File: config.mk
export PLATFORM = sky130hd
export DESIGN_NAME = acfh_frame_handler
export DESIGN_NICKNAME = d
export VERILOG_FILES = /design/src/acfh_pkg.sv /design/src/acfh_fifo.sv /design/src/acfh_param_store.sv /design/src/acfh_frame_handler.sv
export SDC_FILE = /design/constraint.sdc
export NUM_CORES = 2
export LEC_CHECK = 0
export BUFFER_PORTS_ARGS = -buffer_cell sky130_fd_sc_hd__buf_2
export CORE_UTILIZATION = 50
export CTS_CLUSTER_DIAMETER = 120
export DETAILED_ROUTE_END_ITERATION = 10
export PLACE_DENSITY_LB_ADDON = 0.25
export SYNTH_ARGS = -nofsm -noshare
export SYNTH_HDL_FRONTEND = slang
export SYNTH_HIERARCHICAL = 1
export SYNTH_SLANG_ARGS = --single-unit
export TNS_END_PERCENT = 5
File: constraint.sdc
create_clock -name I_SYS_CLK -period 5.03 [get_ports I_SYS_CLK]
set_input_delay 0.2515 -clock I_SYS_CLK [delete_from_list [all_inputs] [get_ports I_SYS_CLK]]
set_output_delay 0.2515 -clock I_SYS_CLK [all_outputs]
set_load 0.1 [all_outputs]
File: src/acfh_pkg.sv
package acfh_pkg;

  localparam logic [7:0] START_DELIM = 8'h7e;
  localparam logic [7:0] TYPE_TX64 = 8'h00;
  localparam logic [7:0] TYPE_LOCAL_CMD = 8'h08;
  localparam logic [7:0] TYPE_QUEUE_CMD = 8'h09;
  localparam logic [7:0] CSUM_GOOD = 8'hff;
  localparam logic [7:0] TX_OPT_NO_ACK = 8'h01;

  localparam logic [15:0] OFS_TYPE = 16'h0003;
  localparam logic [15:0] OFS_FRAME_ID = 16'h0004;
  localparam logic [15:0] OFS_CMD_HI = 16'h0005;
  localparam logic [15:0] OFS_CMD_LO = 16'h0006;
  localparam logic [15:0] OFS_VALUE_END = 16'h000b;
  localparam logic [15:0] OFS_TX_OPT = 16'h000d;
  localparam logic [15:0] OFS_TX_DATA = 16'h000e;

  localparam logic [15:0] TX_HDR_LEN = 16'h000b;
  localparam logic [15:0] MAX_TX_PAYLOAD = 16'h0576;
  localparam logic [15:0] FRAME_MAX_LEN = TX_HDR_LEN + MAX_TX_PAYLOAD;
  localparam logic [15:0] CMD_MIN_LEN = 16'h0004;

  localparam logic [15:0] CMD_APPLY = 16'h4143;
  localparam logic [15:0] CMD_SERIAL_RATE = 16'h4244;
  localparam logic [15:0] CMD_NODE_LABEL = 16'h4e49;

  localparam int PARAM_COUNT = 2;
  localparam logic [0:0] PARAM_SERIAL_RATE = 1'h0;
  localparam logic [0:0] PARAM_NODE_LABEL = 1'h1;
  localparam logic [31:0] SERIAL_RATE_RST = 32'h00000003;
  localparam logic [31:0] NODE_LABEL_RST = 32'h00000000;

  localparam int FIFO_DEPTH = 32;
  localparam int FIFO_SLACK = 2;

  typedef enum logic [1:0] {
    APP_DATA = 2'b00,
    APP_END_OK = 2'b01,
    APP_END_BAD = 2'b10
  } acfh_app_kind_t;

  typedef struct packed {
    acfh_app_kind_t kind;
    logic [7:0] data;
  } acfh_app_word_t;

  typedef enum logic [2:0] {
    STAT_OK = 3'b000,
    STAT_CSUM = 3'b001,
    STAT_MALFORMED = 3'b010,
    STAT_TOO_LONG = 3'b011,
    STAT_BAD_OPTION = 3'b100,
    STAT_BAD_CMD = 3'b101
  } acfh_status_t;

  typedef enum logic {
    RSP_PARAM = 1'b0,
    RSP_STATUS = 1'b1
  } acfh_rsp_kind_t;

  typedef struct packed {
    acfh_rsp_kind_t kind;
    acfh_status_t status;
    logic [7:0] frame_id;
    logic [15:0] cmd;
    logic [31:0] value;
  } acfh_rsp_t;

  typedef enum logic [2:0] {
    S_HUNT = 3'b000,
    S_LEN_HI = 3'b001,
    S_LEN_LO = 3'b010,
    S_BODY = 3'b011,
    S_CSUM = 3'b100,
    S_EXEC = 3'b101,
    S_READ = 3'b110
  } acfh_state_t;

  typedef struct packed {
    logic hit;
    logic [0:0] idx;
  } acfh_param_hit_t;

  function automatic acfh_param_hit_t acfh_param_lookup(input logic [15:0] cmd);
    acfh_param_hit_t res;
    res.hit = 1'b1;
    res.idx = PARAM_SERIAL_RATE;
    case (cmd)
      CMD_SERIAL_RATE: res.idx = PARAM_SERIAL_RATE;
      CMD_NODE_LABEL: res.idx = PARAM_NODE_LABEL;
      default: res.hit = 1'b0;
    endcase
    return res;
  endfunction : acfh_param_lookup

endpackage : acfh_pkg

File: src/acfh_fifo.sv
`timescale 1ns/1ps
module acfh_fifo #(
  parameter int WIDTH = 10,
  parameter int DEPTH = 32,
  parameter int SLACK = 0
) (
  input logic i_clk,
  input logic i_rst,
  input logic [WIDTH-1:0] i_in_data,
  input logic i_in_valid,
  output logic o_in_ready,
  output logic [WIDTH-1:0] o_out_data,
  output logic o_out_valid,
  input logic i_out_ready
);
  localparam int AW = $clog2(DEPTH);

  typedef struct packed {
    logic [DEPTH-1:0][WIDTH-1:0] mem;
    logic [AW-1:0] wptr;
    logic [AW-1:0] rptr;
    logic [AW:0] count;
    logic [WIDTH-1:0] out_data;
    logic out_valid;
  } acfh_fifo_regs_t;

  acfh_fifo_regs_t r_reg;
  acfh_fifo_regs_t r_next;
  logic push;
  logic load;

  always_comb begin
    r_next = r_reg;
    push = i_in_valid && (r_reg.count != (AW+1)'(DEPTH));
    load = (!r_reg.out_valid || i_out_ready) && (r_reg.count != '0);
    if (r_reg.out_valid && i_out_ready) begin
      r_next.out_valid = 1'b0;
    end
    if (load) begin
      r_next.out_data = r_reg.mem[r_reg.rptr];
      r_next.out_valid = 1'b1;
      r_next.rptr = r_reg.rptr + 1'b1;
    end
    if (push) begin
      r_next.mem[r_reg.wptr] = i_in_data;
      r_next.wptr = r_reg.wptr + 1'b1;
    end
    r_next.count = r_reg.count + {{AW{1'b0}}, push} - {{AW{1'b0}}, load};
  end

  always_ff @(posedge i_clk) begin
    if (i_rst) begin
      r_reg <= '0;
    end else begin
      r_reg <= r_next;
    end
  end

  // slack leaves room for words the source has already committed to
  assign o_in_ready = r_reg.count < (AW+1)'(DEPTH - SLACK);
  assign o_out_data = r_reg.out_data;
  assign o_out_valid = r_reg.out_valid;

endmodule : acfh_fifo

File: src/acfh_param_store.sv
`timescale 1ns/1ps
module acfh_param_store
  import acfh_pkg::*;
(
  input logic i_clk,
  input logic i_rst,
  input logic i_wr_en,
  input logic [0:0] i_wr_idx,
  input logic [31:0] i_wr_data,
  input logic i_apply,
  input logic i_rd_en,
  input logic [0:0] i_rd_idx,
  output logic [31:0] o_rd_data,
  output logic [31:0] o_serial_rate
);
  typedef struct packed {
    logic [PARAM_COUNT-1:0][31:0] active;
    logic [PARAM_COUNT-1:0][31:0] pending;
    logic [PARAM_COUNT-1:0] pend_valid;
    logic [31:0] rd_data;
  } acfh_store_regs_t;

  localparam acfh_store_regs_t STORE_RST = '{
    active: {NODE_LABEL_RST, SERIAL_RATE_RST},
    pending: '0,
    pend_valid: '0,
    rd_data: '0
  };

  acfh_store_regs_t r_reg;
  acfh_store_regs_t r_next;

  always_comb begin
    r_next = r_reg;
    for (int i = 0; i < PARAM_COUNT; i++) begin
      if (i_wr_en && (i_wr_idx == 1'(i))) begin
        r_next.pending[i] = i_wr_data;
        r_next.pend_valid[i] = 1'b1;
      end
      if (i_apply) begin
        if (i_wr_en && (i_wr_idx == 1'(i))) begin
          r_next.active[i] = i_wr_data;
        end else if (r_reg.pend_valid[i]) begin
          r_next.active[i] = r_reg.pending[i];
        end
        r_next.pend_valid[i] = 1'b0;
      end
    end
    // reads return the running value, never the queued one
    if (i_rd_en) begin
      r_next.rd_data = r_reg.active[i_rd_idx];
    end
  end

  always_ff @(posedge i_clk) begin
    if (i_rst) begin
      r_reg <= STORE_RST;
    end else begin
      r_reg <= r_next;
    end
  end

  assign o_rd_data = r_reg.rd_data;
  assign o_serial_rate = r_reg.active[PARAM_SERIAL_RATE];

endmodule : acfh_param_store

File: src/acfh_frame_handler.sv
`timescale 1ns/1ps
module acfh_frame_handler
  import acfh_pkg::*;
(
  input logic I_SYS_CLK,
  input logic I_SYS_RST,
  input logic [7:0] I_RX_DATA,
  input logic I_RX_VALID,
  output logic O_RX_READY,
  output acfh_app_word_t O_APP_WORD,
  output logic O_APP_VALID,
  input logic I_APP_READY,
  output logic O_RSP_VALID,
  output acfh_rsp_t O_RSP,
  output logic [31:0] O_SERIAL_RATE
);
  typedef struct packed {
    acfh_state_t state;
    logic [15:0] len;
    logic [15:0] rem;
    logic [15:0] pos;
    logic [7:0] sum;
    logic [7:0] ftype;
    logic [7:0] fid;
    logic fid_seen;
    logic [15:0] cmd;
    logic [31:0] value;
    logic opt_bad;
    acfh_status_t err;
    logic rx_ready;
    logic rsp_valid;
    acfh_rsp_t rsp;
  } acfh_regs_t;

  acfh_regs_t r_reg;
  acfh_regs_t r_next;

  logic take;
  logic [7:0] sum_now;
  logic [15:0] len_full;
  logic is_local;
  logic is_tx;
  logic tx_fault;
  logic quiet;
  logic report;
  acfh_param_hit_t lk;
  logic push_valid;
  acfh_app_word_t push_word;
  logic fifo_in_ready;
  logic wr_en;
  logic apply;
  logic rd_en;
  logic [31:0] rd_data;

  ////////////////////////////////////////////////////////////////////////////
  // frame parser and executor

  always_comb begin
    r_next = r_reg;
    take = I_RX_VALID && r_reg.rx_ready;
    sum_now = r_reg.sum + I_RX_DATA;
    len_full = {r_reg.len[15:8], I_RX_DATA};
    is_local = (r_reg.ftype == TYPE_LOCAL_CMD) || (r_reg.ftype == TYPE_QUEUE_CMD);
    is_tx = (r_reg.ftype == TYPE_TX64);
    tx_fault = (r_reg.len < TX_HDR_LEN) || r_reg.opt_bad;
    lk = acfh_param_lookup(r_reg.cmd);
    quiet = r_reg.fid_seen && (r_reg.fid == 8'h00);
    report = 1'b0;
    push_valid = 1'b0;
    push_word = '{kind: APP_DATA, data: I_RX_DATA};
    wr_en = 1'b0;
    apply = 1'b0;
    rd_en = 1'b0;
    r_next.rsp_valid = 1'b0;
    case (r_reg.state)
      S_HUNT: begin
        if (take && (I_RX_DATA == START_DELIM)) begin
          r_next.state = S_LEN_HI;
          r_next.ftype = TYPE_TX64;
          r_next.fid = 8'h00;
          r_next.fid_seen = 1'b0;
          r_next.cmd = 16'h0000;
          r_next.value = 32'h00000000;
          r_next.opt_bad = 1'b0;
          r_next.err = STAT_OK;
          r_next.sum = 8'h00;
        end
      end
      S_LEN_HI: begin
        if (take) begin
          r_next.len = {I_RX_DATA, 8'h00};
          r_next.state = S_LEN_LO;
        end
      end
      S_LEN_LO: begin
        if (take) begin
          r_next.len = len_full;
          r_next.rem = len_full;
          r_next.pos = OFS_TYPE;
          r_next.state = S_BODY;
          if (len_full == 16'h0000) begin
            r_next.err = STAT_MALFORMED;
            r_next.state = S_EXEC;
          end else if (len_full > FRAME_MAX_LEN) begin
            r_next.err = STAT_TOO_LONG;
            r_next.state = S_EXEC;
          end
        end
      end
      S_BODY: begin
        if (take) begin
          r_next.sum = sum_now;
          r_next.pos = r_reg.pos + 16'h0001;
          r_next.rem = r_reg.rem - 16'h0001;
          if (r_reg.rem == 16'h0001) begin
            r_next.state = S_CSUM;
          end
          if (r_reg.pos == OFS_TYPE) begin
            r_next.ftype = I_RX_DATA;
          end
          if (r_reg.pos == OFS_FRAME_ID) begin
            r_next.fid = I_RX_DATA;
            r_next.fid_seen = 1'b1;
          end
          if (is_local && (r_reg.pos == OFS_CMD_HI)) begin
            r_next.cmd[15:8] = I_RX_DATA;
          end
          if (is_local && (r_reg.pos == OFS_CMD_LO)) begin
            r_next.cmd[7:0] = I_RX_DATA;
          end
          if (is_local && (r_reg.pos > OFS_CMD_LO)) begin
            r_next.value = {r_reg.value[23:0], I_RX_DATA};
            if (r_reg.pos >= OFS_VALUE_END) begin
              r_next.err = STAT_MALFORMED;
            end
          end
          if (is_tx && (r_reg.pos == OFS_TX_OPT)) begin
            r_next.opt_bad = |(I_RX_DATA & ~TX_OPT_NO_ACK);
          end
          if (is_tx && (r_reg.pos >= OFS_TX_DATA)) begin
            push_valid = 1'b1;
          end
        end
      end
      S_CSUM: begin
        if (take) begin
          if (sum_now != CSUM_GOOD) begin
            r_next.err = STAT_CSUM;
          end
          if (is_tx) begin
            push_valid = 1'b1;
            if ((sum_now == CSUM_GOOD) && (r_reg.err == STAT_OK) && !tx_fault) begin
              push_word.kind = APP_END_OK;
            end else begin
              push_word.kind = APP_END_BAD;
            end
          end
          r_next.state = S_EXEC;
        end
      end
      S_EXEC: begin
        r_next.state = S_HUNT;
        r_next.rsp.frame_id = r_reg.fid;
        r_next.rsp.cmd = r_reg.cmd;
        r_next.rsp.value = 32'h00000000;
        r_next.rsp.kind = RSP_STATUS;
        r_next.rsp.status = STAT_OK;
        if (r_reg.err != STAT_OK) begin
          r_next.rsp.status = r_reg.err;
          report = 1'b1;
        end else if (is_tx) begin
          if (tx_fault) begin
            r_next.rsp.status = (r_reg.len < TX_HDR_LEN) ? STAT_MALFORMED : STAT_BAD_OPTION;
            report = 1'b1;
          end
        end else if (is_local) begin
          r_next.rsp.kind = RSP_PARAM;
          if (r_reg.len < CMD_MIN_LEN) begin
            r_next.rsp.kind = RSP_STATUS;
            r_next.rsp.status = STAT_MALFORMED;
            report = 1'b1;
          end else if (r_reg.cmd == CMD_APPLY) begin
            apply = 1'b1;
            report = 1'b1;
          end else if (!lk.hit) begin
            r_next.rsp.kind = RSP_STATUS;
            r_next.rsp.status = STAT_BAD_CMD;
            report = 1'b1;
          end else if (r_reg.len > CMD_MIN_LEN) begin
            wr_en = 1'b1;
            apply = (r_reg.ftype == TYPE_LOCAL_CMD);
            report = 1'b1;
          end else begin
            rd_en = 1'b1;
            r_next.state = S_READ;
          end
        end
        r_next.rsp_valid = report && !quiet;
      end
      S_READ: begin
        r_next.rsp.value = rd_data;
        r_next.rsp_valid = !quiet;
        r_next.state = S_HUNT;
      end
      default: begin
        r_next.state = S_HUNT;
      end
    endcase
    r_next.rx_ready = fifo_in_ready && (r_next.state != S_EXEC) && (r_next.state != S_READ);
  end

  always_ff @(posedge I_SYS_CLK) begin
    if (I_SYS_RST) begin
      r_reg <= '0;
    end else begin
      r_reg <= r_next;
    end
  end

  assign O_RX_READY = r_reg.rx_ready;
  assign O_RSP_VALID = r_reg.rsp_valid;
  assign O_RSP = r_reg.rsp;

  ////////////////////////////////////////////////////////////////////////////
  // payload buffer and parameter store

  acfh_fifo #(
    .WIDTH($bits(acfh_app_word_t)),
    .DEPTH(FIFO_DEPTH),
    .SLACK(FIFO_SLACK)
  ) u_app_fifo (
    .i_clk(I_SYS_CLK),
    .i_rst(I_SYS_RST),
    .i_in_data(push_word),
    .i_in_valid(push_valid),
    .o_in_ready(fifo_in_ready),
    .o_out_data(O_APP_WORD),
    .o_out_valid(O_APP_VALID),
    .i_out_ready(I_APP_READY)
  );

  acfh_param_store u_params (
    .i_clk(I_SYS_CLK),
    .i_rst(I_SYS_RST),
    .i_wr_en(wr_en),
    .i_wr_idx(lk.idx),
    .i_wr_data(r_reg.value),
    .i_apply(apply),
    .i_rd_en(rd_en),
    .i_rd_idx(lk.idx),
    .o_rd_data(rd_data),
    .o_serial_rate(O_SERIAL_RATE)
  );
endmodule : acfh_frame_handler

; Word level (Yosys, flattened, before mapping)
; Index checks and enable logic that the tools add are counted.
[classes]
n_mux = 103
bitwise = 2
n_shift = 0
multipliers = 0
reduce_logical = 56
order_cmp = 12
eq_ne = 37
add_sub_neg = 7
n_div = 0
[ops]
columns = operator, count
row1 = 320-bit bitwise mux, 1
row2 = 32-bit 2-to-1 mux, 7
row3 = 74-bit case mux with 2 select lines, 1
row4 = 32-bit case mux with 2 select lines, 2
row5 = 109-bit 2-to-1 mux, 1
row6 = 77-bit 2-to-1 mux, 1
row7 = 3-bit 2-to-1 mux, 24
row8 = 51-bit 2-to-1 mux, 1
row9 = 10-bit binary-select mux with 5-bit select, 1
row10 = 10-bit demux with 5-bit select, 1
row11 = "16-bit by 15-bit == test with 1-bit output, second input constant", 3
row12 = "16-bit by 3-bit == test with 1-bit output, second input constant", 3
row13 = 1-bit 2-to-1 mux, 43
row14 = "16-bit by 4-bit >= comparator with 1-bit output, second input constant", 2
row15 = "16-bit by 3-bit greater-than comparator with 1-bit output, second input constant", 2
row16 = 16-bit case mux with 2 select lines, 1
row17 = "2-bit != test, second input constant", 13
row18 = 8-bit 2-to-1 mux, 3
row19 = 4-bit AND reduction, 6
row20 = 10-bit 2-to-1 mux, 2
row21 = 1-bit logical AND, 19
row22 = 19-bit 2-to-1 mux, 1
row23 = 3-bit case mux with 6 select lines, 1
row24 = "16-bit by 1-bit adder with 16-bit output, second input constant", 1
row25 = 44 further kinds, 77
[totals]
mem_count = 0
in_bits = 12
out_inout_bits = 105
rom_bits = 0
latch_bits = 0
ff_bits = 699
ram_bits = 0

; Depth between registers and ports, before layout
[logic_depth]
word_depth = 13
mapped_depth = 19

; By module
; Netlist, hierarchy kept.
[by_module_without_submodules]
columns = mod, area_per_inst_um2, cells_each, instances, seq_area_each_um2
row1 = acfh_fifo, 15414.8, 1494, 1, 6946.7
row2 = acfh_frame_handler, 8992.4, 1116, 1, 3783.6
row3 = acfh_param_store, 6700.2, 683, 1, 3243.1

; Worst setup path after synthesis
; No wires, ideal clock.
[synth_path]
path_type = register to register
from = register, netlist name r_reg[187]
to = register u_app_fifo/r_reg[15] in the netlist's numbering
arrival_ns = 3.748
path_buffers = 6
setup_ns = 0.131
period_less_slack_ns = 3.879
path_stages_with_launch = 20
path_slack_ns = 1.151
path_cell_list = dfxtp_1 -> clkbuf_1 -> and3b_1 -> clkbuf_1 -> clkbuf_1 -> clkbuf_1 -> a22oi_1 -> nor3_1 -> clkbuf_1 -> clkbuf_1 -> nand2_1 -> ha_1 -> inv_1 -> ha_1 -> inv_1 -> fa_1 -> nand2b_1 -> a21oi_1 -> o21a_1 -> nor3_1
[synth_rtl]
columns = element, line
row1 = to (signal assigned), acfh_fifo.sv:55  ; r_reg <= r_next;
row2 = to (decl), acfh_fifo.sv:27  ; acfh_fifo_regs_t r_reg;

==> metrics.txt <==
# TYPE chip_impl_metric gauge
chip_impl_metric{name="drtPass1Iterations",unit=""} 6
chip_impl_info{name="critPathCapture",value="u_params/o_serial_rate[20]"} 1
chip_impl_metric{name="setup_violations",unit=""} 0
chip_impl_metric{name="antenna_found_initial",unit=""} 0
chip_impl_metric{name="maximum_number_of_pins_on_one_net_before_global_route_repair",unit=""} 159
chip_impl_metric{name="drt-initial-drc-count",unit=""} 1544
chip_impl_metric{name="power_leakage",unit="nW"} 14.6
chip_impl_metric{name="pwr_density_cell",unit="nW/um^2"} 365
chip_impl_metric{name="slew-limit-headroom",unit=""} 0.105
chip_impl_metric{name="syn2layout_area_growth",unit="%"} 7.53
chip_impl_metric{name="post-dp-hpwl",unit="mm"} 49.1
chip_impl_metric{name="timing.critical_path.arrival",unit="ns"} 4.25
chip_impl_metric{name="max-cap-violations",unit=""} 0
chip_impl_metric{name="post_cts_resized",unit=""} 0
chip_impl_metric{name="post_layout_nonfiller_instances",unit=""} 4005
chip_impl_info{name="crit_path_end_kind",value="flip-flop"} 1
chip_impl_metric{name="synth_fp_nets",unit=""} 3336
chip_impl_info{name="cts_tree",value="yes"} 1
chip_impl_metric{name="totalNegativeSetupSlack",unit="ns"} 0
chip_impl_metric{name="track_usage",unit=""} 0.243
chip_impl_metric{name="detail_route.drc_violations",unit=""} 0
chip_impl_metric{name="share_seq_of_total_power",unit=""} 0.467
chip_impl_info{name="slowest_stage",value="sky130_fd_sc_hd__nor3_2"} 1
chip_impl_metric{name="cts_post_setup_buffers_inserted",unit=""} 0
chip_impl_metric{name="design.final.nets",unit=""} 3151
chip_impl_metric{name="worst_r2r_path_depth",unit=""} 9
chip_impl_metric{name="clk_pin_slew_worst_paths",unit="ns"} 0.06
chip_impl_metric{name="worst_clock_skew",unit="ns"} 0.0213
chip_impl_metric{name="switching_power_of_the_nets",unit="mW"} 2.90
chip_impl_metric{name="wire_length_after_detailed_routing",unit="mm"} 78.3
chip_impl_info{name="worst_r2r_start",value="r_reg[103]"} 1
chip_impl_metric{name="power.switching_fraction",unit=""} 0.238
chip_impl_metric{name="min_period_over_period",unit=""} 0.761
chip_impl_info{name="worst_hold_path_type",value="in2reg"} 1
chip_impl_info{name="rsz0062_at_grt",value="no"} 1
chip_impl_metric{name="layout-drive-gt1-share",unit=""} 0.116
chip_impl_metric{name="max_stage_delay",unit="ns"} 0.79
chip_impl_metric{name="tritoncts.num_buffers",unit=""} 74
chip_impl_metric{name="detailroute.via_count",unit=""} 23400
chip_impl_metric{name="peakVddDrop",unit="mV"} 0.236
chip_impl_info{name="most_repeated_cell_in_the_gate_level_netlist_after_synthesis",value="sky130_fd_sc_hd__dfxtp_1"} 1
chip_impl_info{name="r2r-end",value="u_params/o_serial_rate[20]"} 1
chip_impl_info{name="synthTopCellsByArea",value="sky130_fd_sc_hd__dfxtp_1 45%, sky130_fd_sc_hd__mux2i_1 16%, sky130_fd_sc_hd__nor2_1 7.3%, sky130_fd_sc_hd__buf_4 3.3%, sky130_fd_sc_hd__mux4_2 3.3%"} 1
chip_impl_metric{name="fmaxAchievable",unit="MHz"} 261
chip_impl_metric{name="avgViaCountPerCell",unit=""} 5.85
chip_impl_metric{name="area.sequential",unit="um^2"} 14000
chip_impl_metric{name="cts-hold-fix-buffers",unit=""} 0
chip_impl_metric{name="place_inst",unit=""} 3869
chip_impl_metric{name="postSynth.asyncResetShare",unit=""} 0
chip_impl_metric{name="gr-total-overflow",unit=""} 0
chip_impl_metric{name="max-clock-path-buffers",unit=""} 3
chip_impl_metric{name="cell_internal_pwr",unit="mW"} 9.31
chip_impl_metric{name="synth_area_per_cell",unit="um^2"} 9.45
chip_impl_metric{name="die_area",unit="um^2"} 63200
chip_impl_metric{name="number_of_global_route_vias_before_repair",unit=""} 23000
chip_impl_metric{name="core_region_area",unit="um^2"} 61600
chip_impl_metric{name="timing.final.ws_setup",unit="ns"} 1.20
chip_impl_metric{name="r2r_setup_slack",unit="ns"} 1.20
chip_impl_metric{name="synth_seq_cells",unit=""} 698
chip_impl_metric{name="finalCriticalPeriod",unit="ns"} 3.83
chip_impl_info{name="worst-setup-path-type",value="reg2reg"} 1
chip_impl_metric{name="fp.dieW",unit="um"} 251
chip_impl_metric{name="timing_hold_violations_final",unit=""} 0
chip_impl_metric{name="cell_area_after_layout",unit="um^2"} 33500
chip_impl_info{name="synthDominantAreaCellType",value="sky130_fd_sc_hd__dfxtp_1"} 1
chip_impl_metric{name="synth_enable_flop_cells",unit=""} 0
chip_impl_info{name="status",value="complete, no violations"} 1
chip_impl_metric{name="drt.antenna.violating_nets",unit=""} 0
chip_impl_metric{name="die_h",unit="um"} 251
chip_impl_metric{name="post_drt_wl_per_cell",unit="um"} 19.5
chip_impl_metric{name="worstSkewPairLatency",unit="ns"} 0.60
chip_impl_metric{name="place_area",unit="um^2"} 30900
chip_impl_metric{name="antenna_diode_count",unit=""} 0
chip_impl_metric{name="power.share.combinational",unit=""} 0.072
chip_impl_metric{name="total_power",unit="mW"} 12.2
chip_impl_metric{name="synth_area",unit="um^2"} 31100
chip_impl_info{name="root_buffer",value="sky130_fd_sc_hd__clkbuf_16"} 1
chip_impl_metric{name="fp-row-count",unit=""} 91
chip_impl_metric{name="syn_inst",unit=""} 3293
chip_impl_metric{name="ioPinCount",unit=""} 117
chip_impl_metric{name="maxSlewViolCount",unit=""} 0
chip_impl_info{name="startpoint",value="r_reg[103]"} 1
chip_impl_metric{name="synth-seq-area-share",unit=""} 0.449
chip_impl_metric{name="clockPowerShare",unit=""} 0.461
chip_impl_metric{name="worst_pin_slew",unit="ns"} 1.34
chip_impl_metric{name="grt_first_pass_wirelength",unit="mm"} 125
chip_impl_metric{name="routabilityCongestion",unit=""} 0.835
chip_impl_metric{name="cts.sink_count",unit=""} 698
chip_impl_metric{name="worstPathMaxFanout",unit=""} 30
chip_impl_metric{name="synthDominantCellAreaShare",unit=""} 0.449
chip_impl_info{name="timing.critical_path.cells",value="nor4b_1 > nand2_1 > nor3_1 > a21bo_2 > o32a_1 > nor3_2 > a21boi_2 > buf_4 > a2111oi_0"} 1
chip_impl_metric{name="synth.yosys.warnings",unit=""} 6
chip_impl_metric{name="start_util",unit=""} 0.505
chip_impl_info{name="cp-start-kind",value="flip-flop"} 1
chip_impl_metric{name="ctsHtreeMaxLevel",unit=""} 3
chip_impl_metric{name="synth.lib_cells_used.distinct",unit=""} 86
chip_impl_metric{name="buffer_ports.inserted",unit=""} 116
chip_impl_metric{name="max_reg_flops",unit=""} 336
chip_impl_metric{name="multiInputGateArea",unit="um^2"} 14900
chip_impl_metric{name="fill_cells",unit=""} 5392
chip_impl_metric{name="critical_path_required",unit="ns"} 5.45
chip_impl_info{name="netlist_top_cells_count",value="698 x sky130_fd_sc_hd__dfxtp_1, 607 x sky130_fd_sc_hd__nor2_1, 483 x sky130_fd_sc_hd__mux2i_1, 218 x sky130_fd_sc_hd__clkbuf_1, 165 x sky130_fd_sc_hd__nand2_1"} 1
chip_impl_info{name="synth_flop_cell",value="sky130_fd_sc_hd__dfxtp_1"} 1
chip_impl_metric{name="dp_slack",unit="ns"} 0.900
cells in the final DEF, fill, tap and decap left out, types with 21 or more instances in the layout:
cell type,instances
sky130_fd_sc_hd__buf_4,28
sky130_fd_sc_hd__a21oi_1,143
sky130_fd_sc_hd__nand3_1,72
sky130_fd_sc_hd__and2_1,23
sky130_fd_sc_hd__nand2_1,164
sky130_fd_sc_hd__clkbuf_16,77
sky130_fd_sc_hd__mux4_2,45
sky130_fd_sc_hd__dfxtp_1,695
sky130_fd_sc_hd__mux2_2,21
sky130_fd_sc_hd__a22oi_1,59
sky130_fd_sc_hd__ha_1,29
sky130_fd_sc_hd__o21ai_0,44
sky130_fd_sc_hd__inv_1,32
sky130_fd_sc_hd__a211oi_1,77
sky130_fd_sc_hd__buf_2,115
sky130_fd_sc_hd__nor3_1,47
sky130_fd_sc_hd__nand4_1,45
sky130_fd_sc_hd__mux2i_1,483
sky130_fd_sc_hd__nor2_1,604
power groups by stage:
stage | combinational (mW) | sequential (mW) | clock (mW)
floorplan | 0.756 | 5.74 | 0
global placement | 0.864 | 5.82 | 0
finish | 0.885 | 5.70 | 5.63
detailed placement | 0.882 | 5.83 | 0
CTS | 0.885 | 5.70 | 5.73
global route | 0.957 | 5.71 | 5.97
how the worst min path moves through the flow:
stage	start	end	slack (ns)	cells after the start
floorplan	I_RX_DATA[0]	u_app_fifo/r_reg[47]	0.40	2
global placement	O_RSP[58]	O_RSP[58]	0.44	2
detailed placement	r_reg[177]	r_reg[177]	0.45	2
CTS	I_APP_READY	u_app_fifo/o_out_valid	0.12	3
global route	I_SYS_RST	u_params/r_reg[59]	0.16	2
finish	I_SYS_RST	u_params/r_reg[59]	0.13	2
kinds of logic (layout without fill, tap and decap cells):
kind of cell    after synthesis  in the layout  share of synthesized area
compound gates              467            467                      0.104
mux                         558            558                      0.201
flops                       698            698                      0.449
fa+ha+maj                    31             31                     0.0130
xor+xnor                     13             13                    0.00366
simple gates               1082           1082                      0.155
buf+inv                     444            319                     0.0739
critical path: cells and delay by family (launching register included):
family | cells | cell delay (ns)
flops | 1 | 0.33
simple gates | 4 | 1.85
buf+inv | 1 | 0.42
compound gates | 4 | 1.02
final cells by class:
cell class	count	area share
Clock inverter	23	0.00901
Timing Repair Buffer	148	0.0263
Multi-Input combinational cell	2151	0.445
Tap cell	837	0.0313
Inverter	35	0.00393
Clock buffer	113	0.0667
Sequential cell	698	0.418
layer usage:
metal	GRT usage	share of wire	vias to the layer above
met5	0	0	-
met4	0.0814	0.025	0
met3	0.0370	0.050	136
met2	0.413	0.48	571
met1	0.316	0.44	11600
li1	-	-	11100
through the flow:
step                hold WS, ns  utilization
floorplan                 0.395            -
global placement          0.441        0.502
detailed placement        0.447        0.502
CTS                       0.115        0.543
global route              0.158        0.543
finish                    0.133        0.543
No activity file was read; power rests on OpenSTA's default activity.
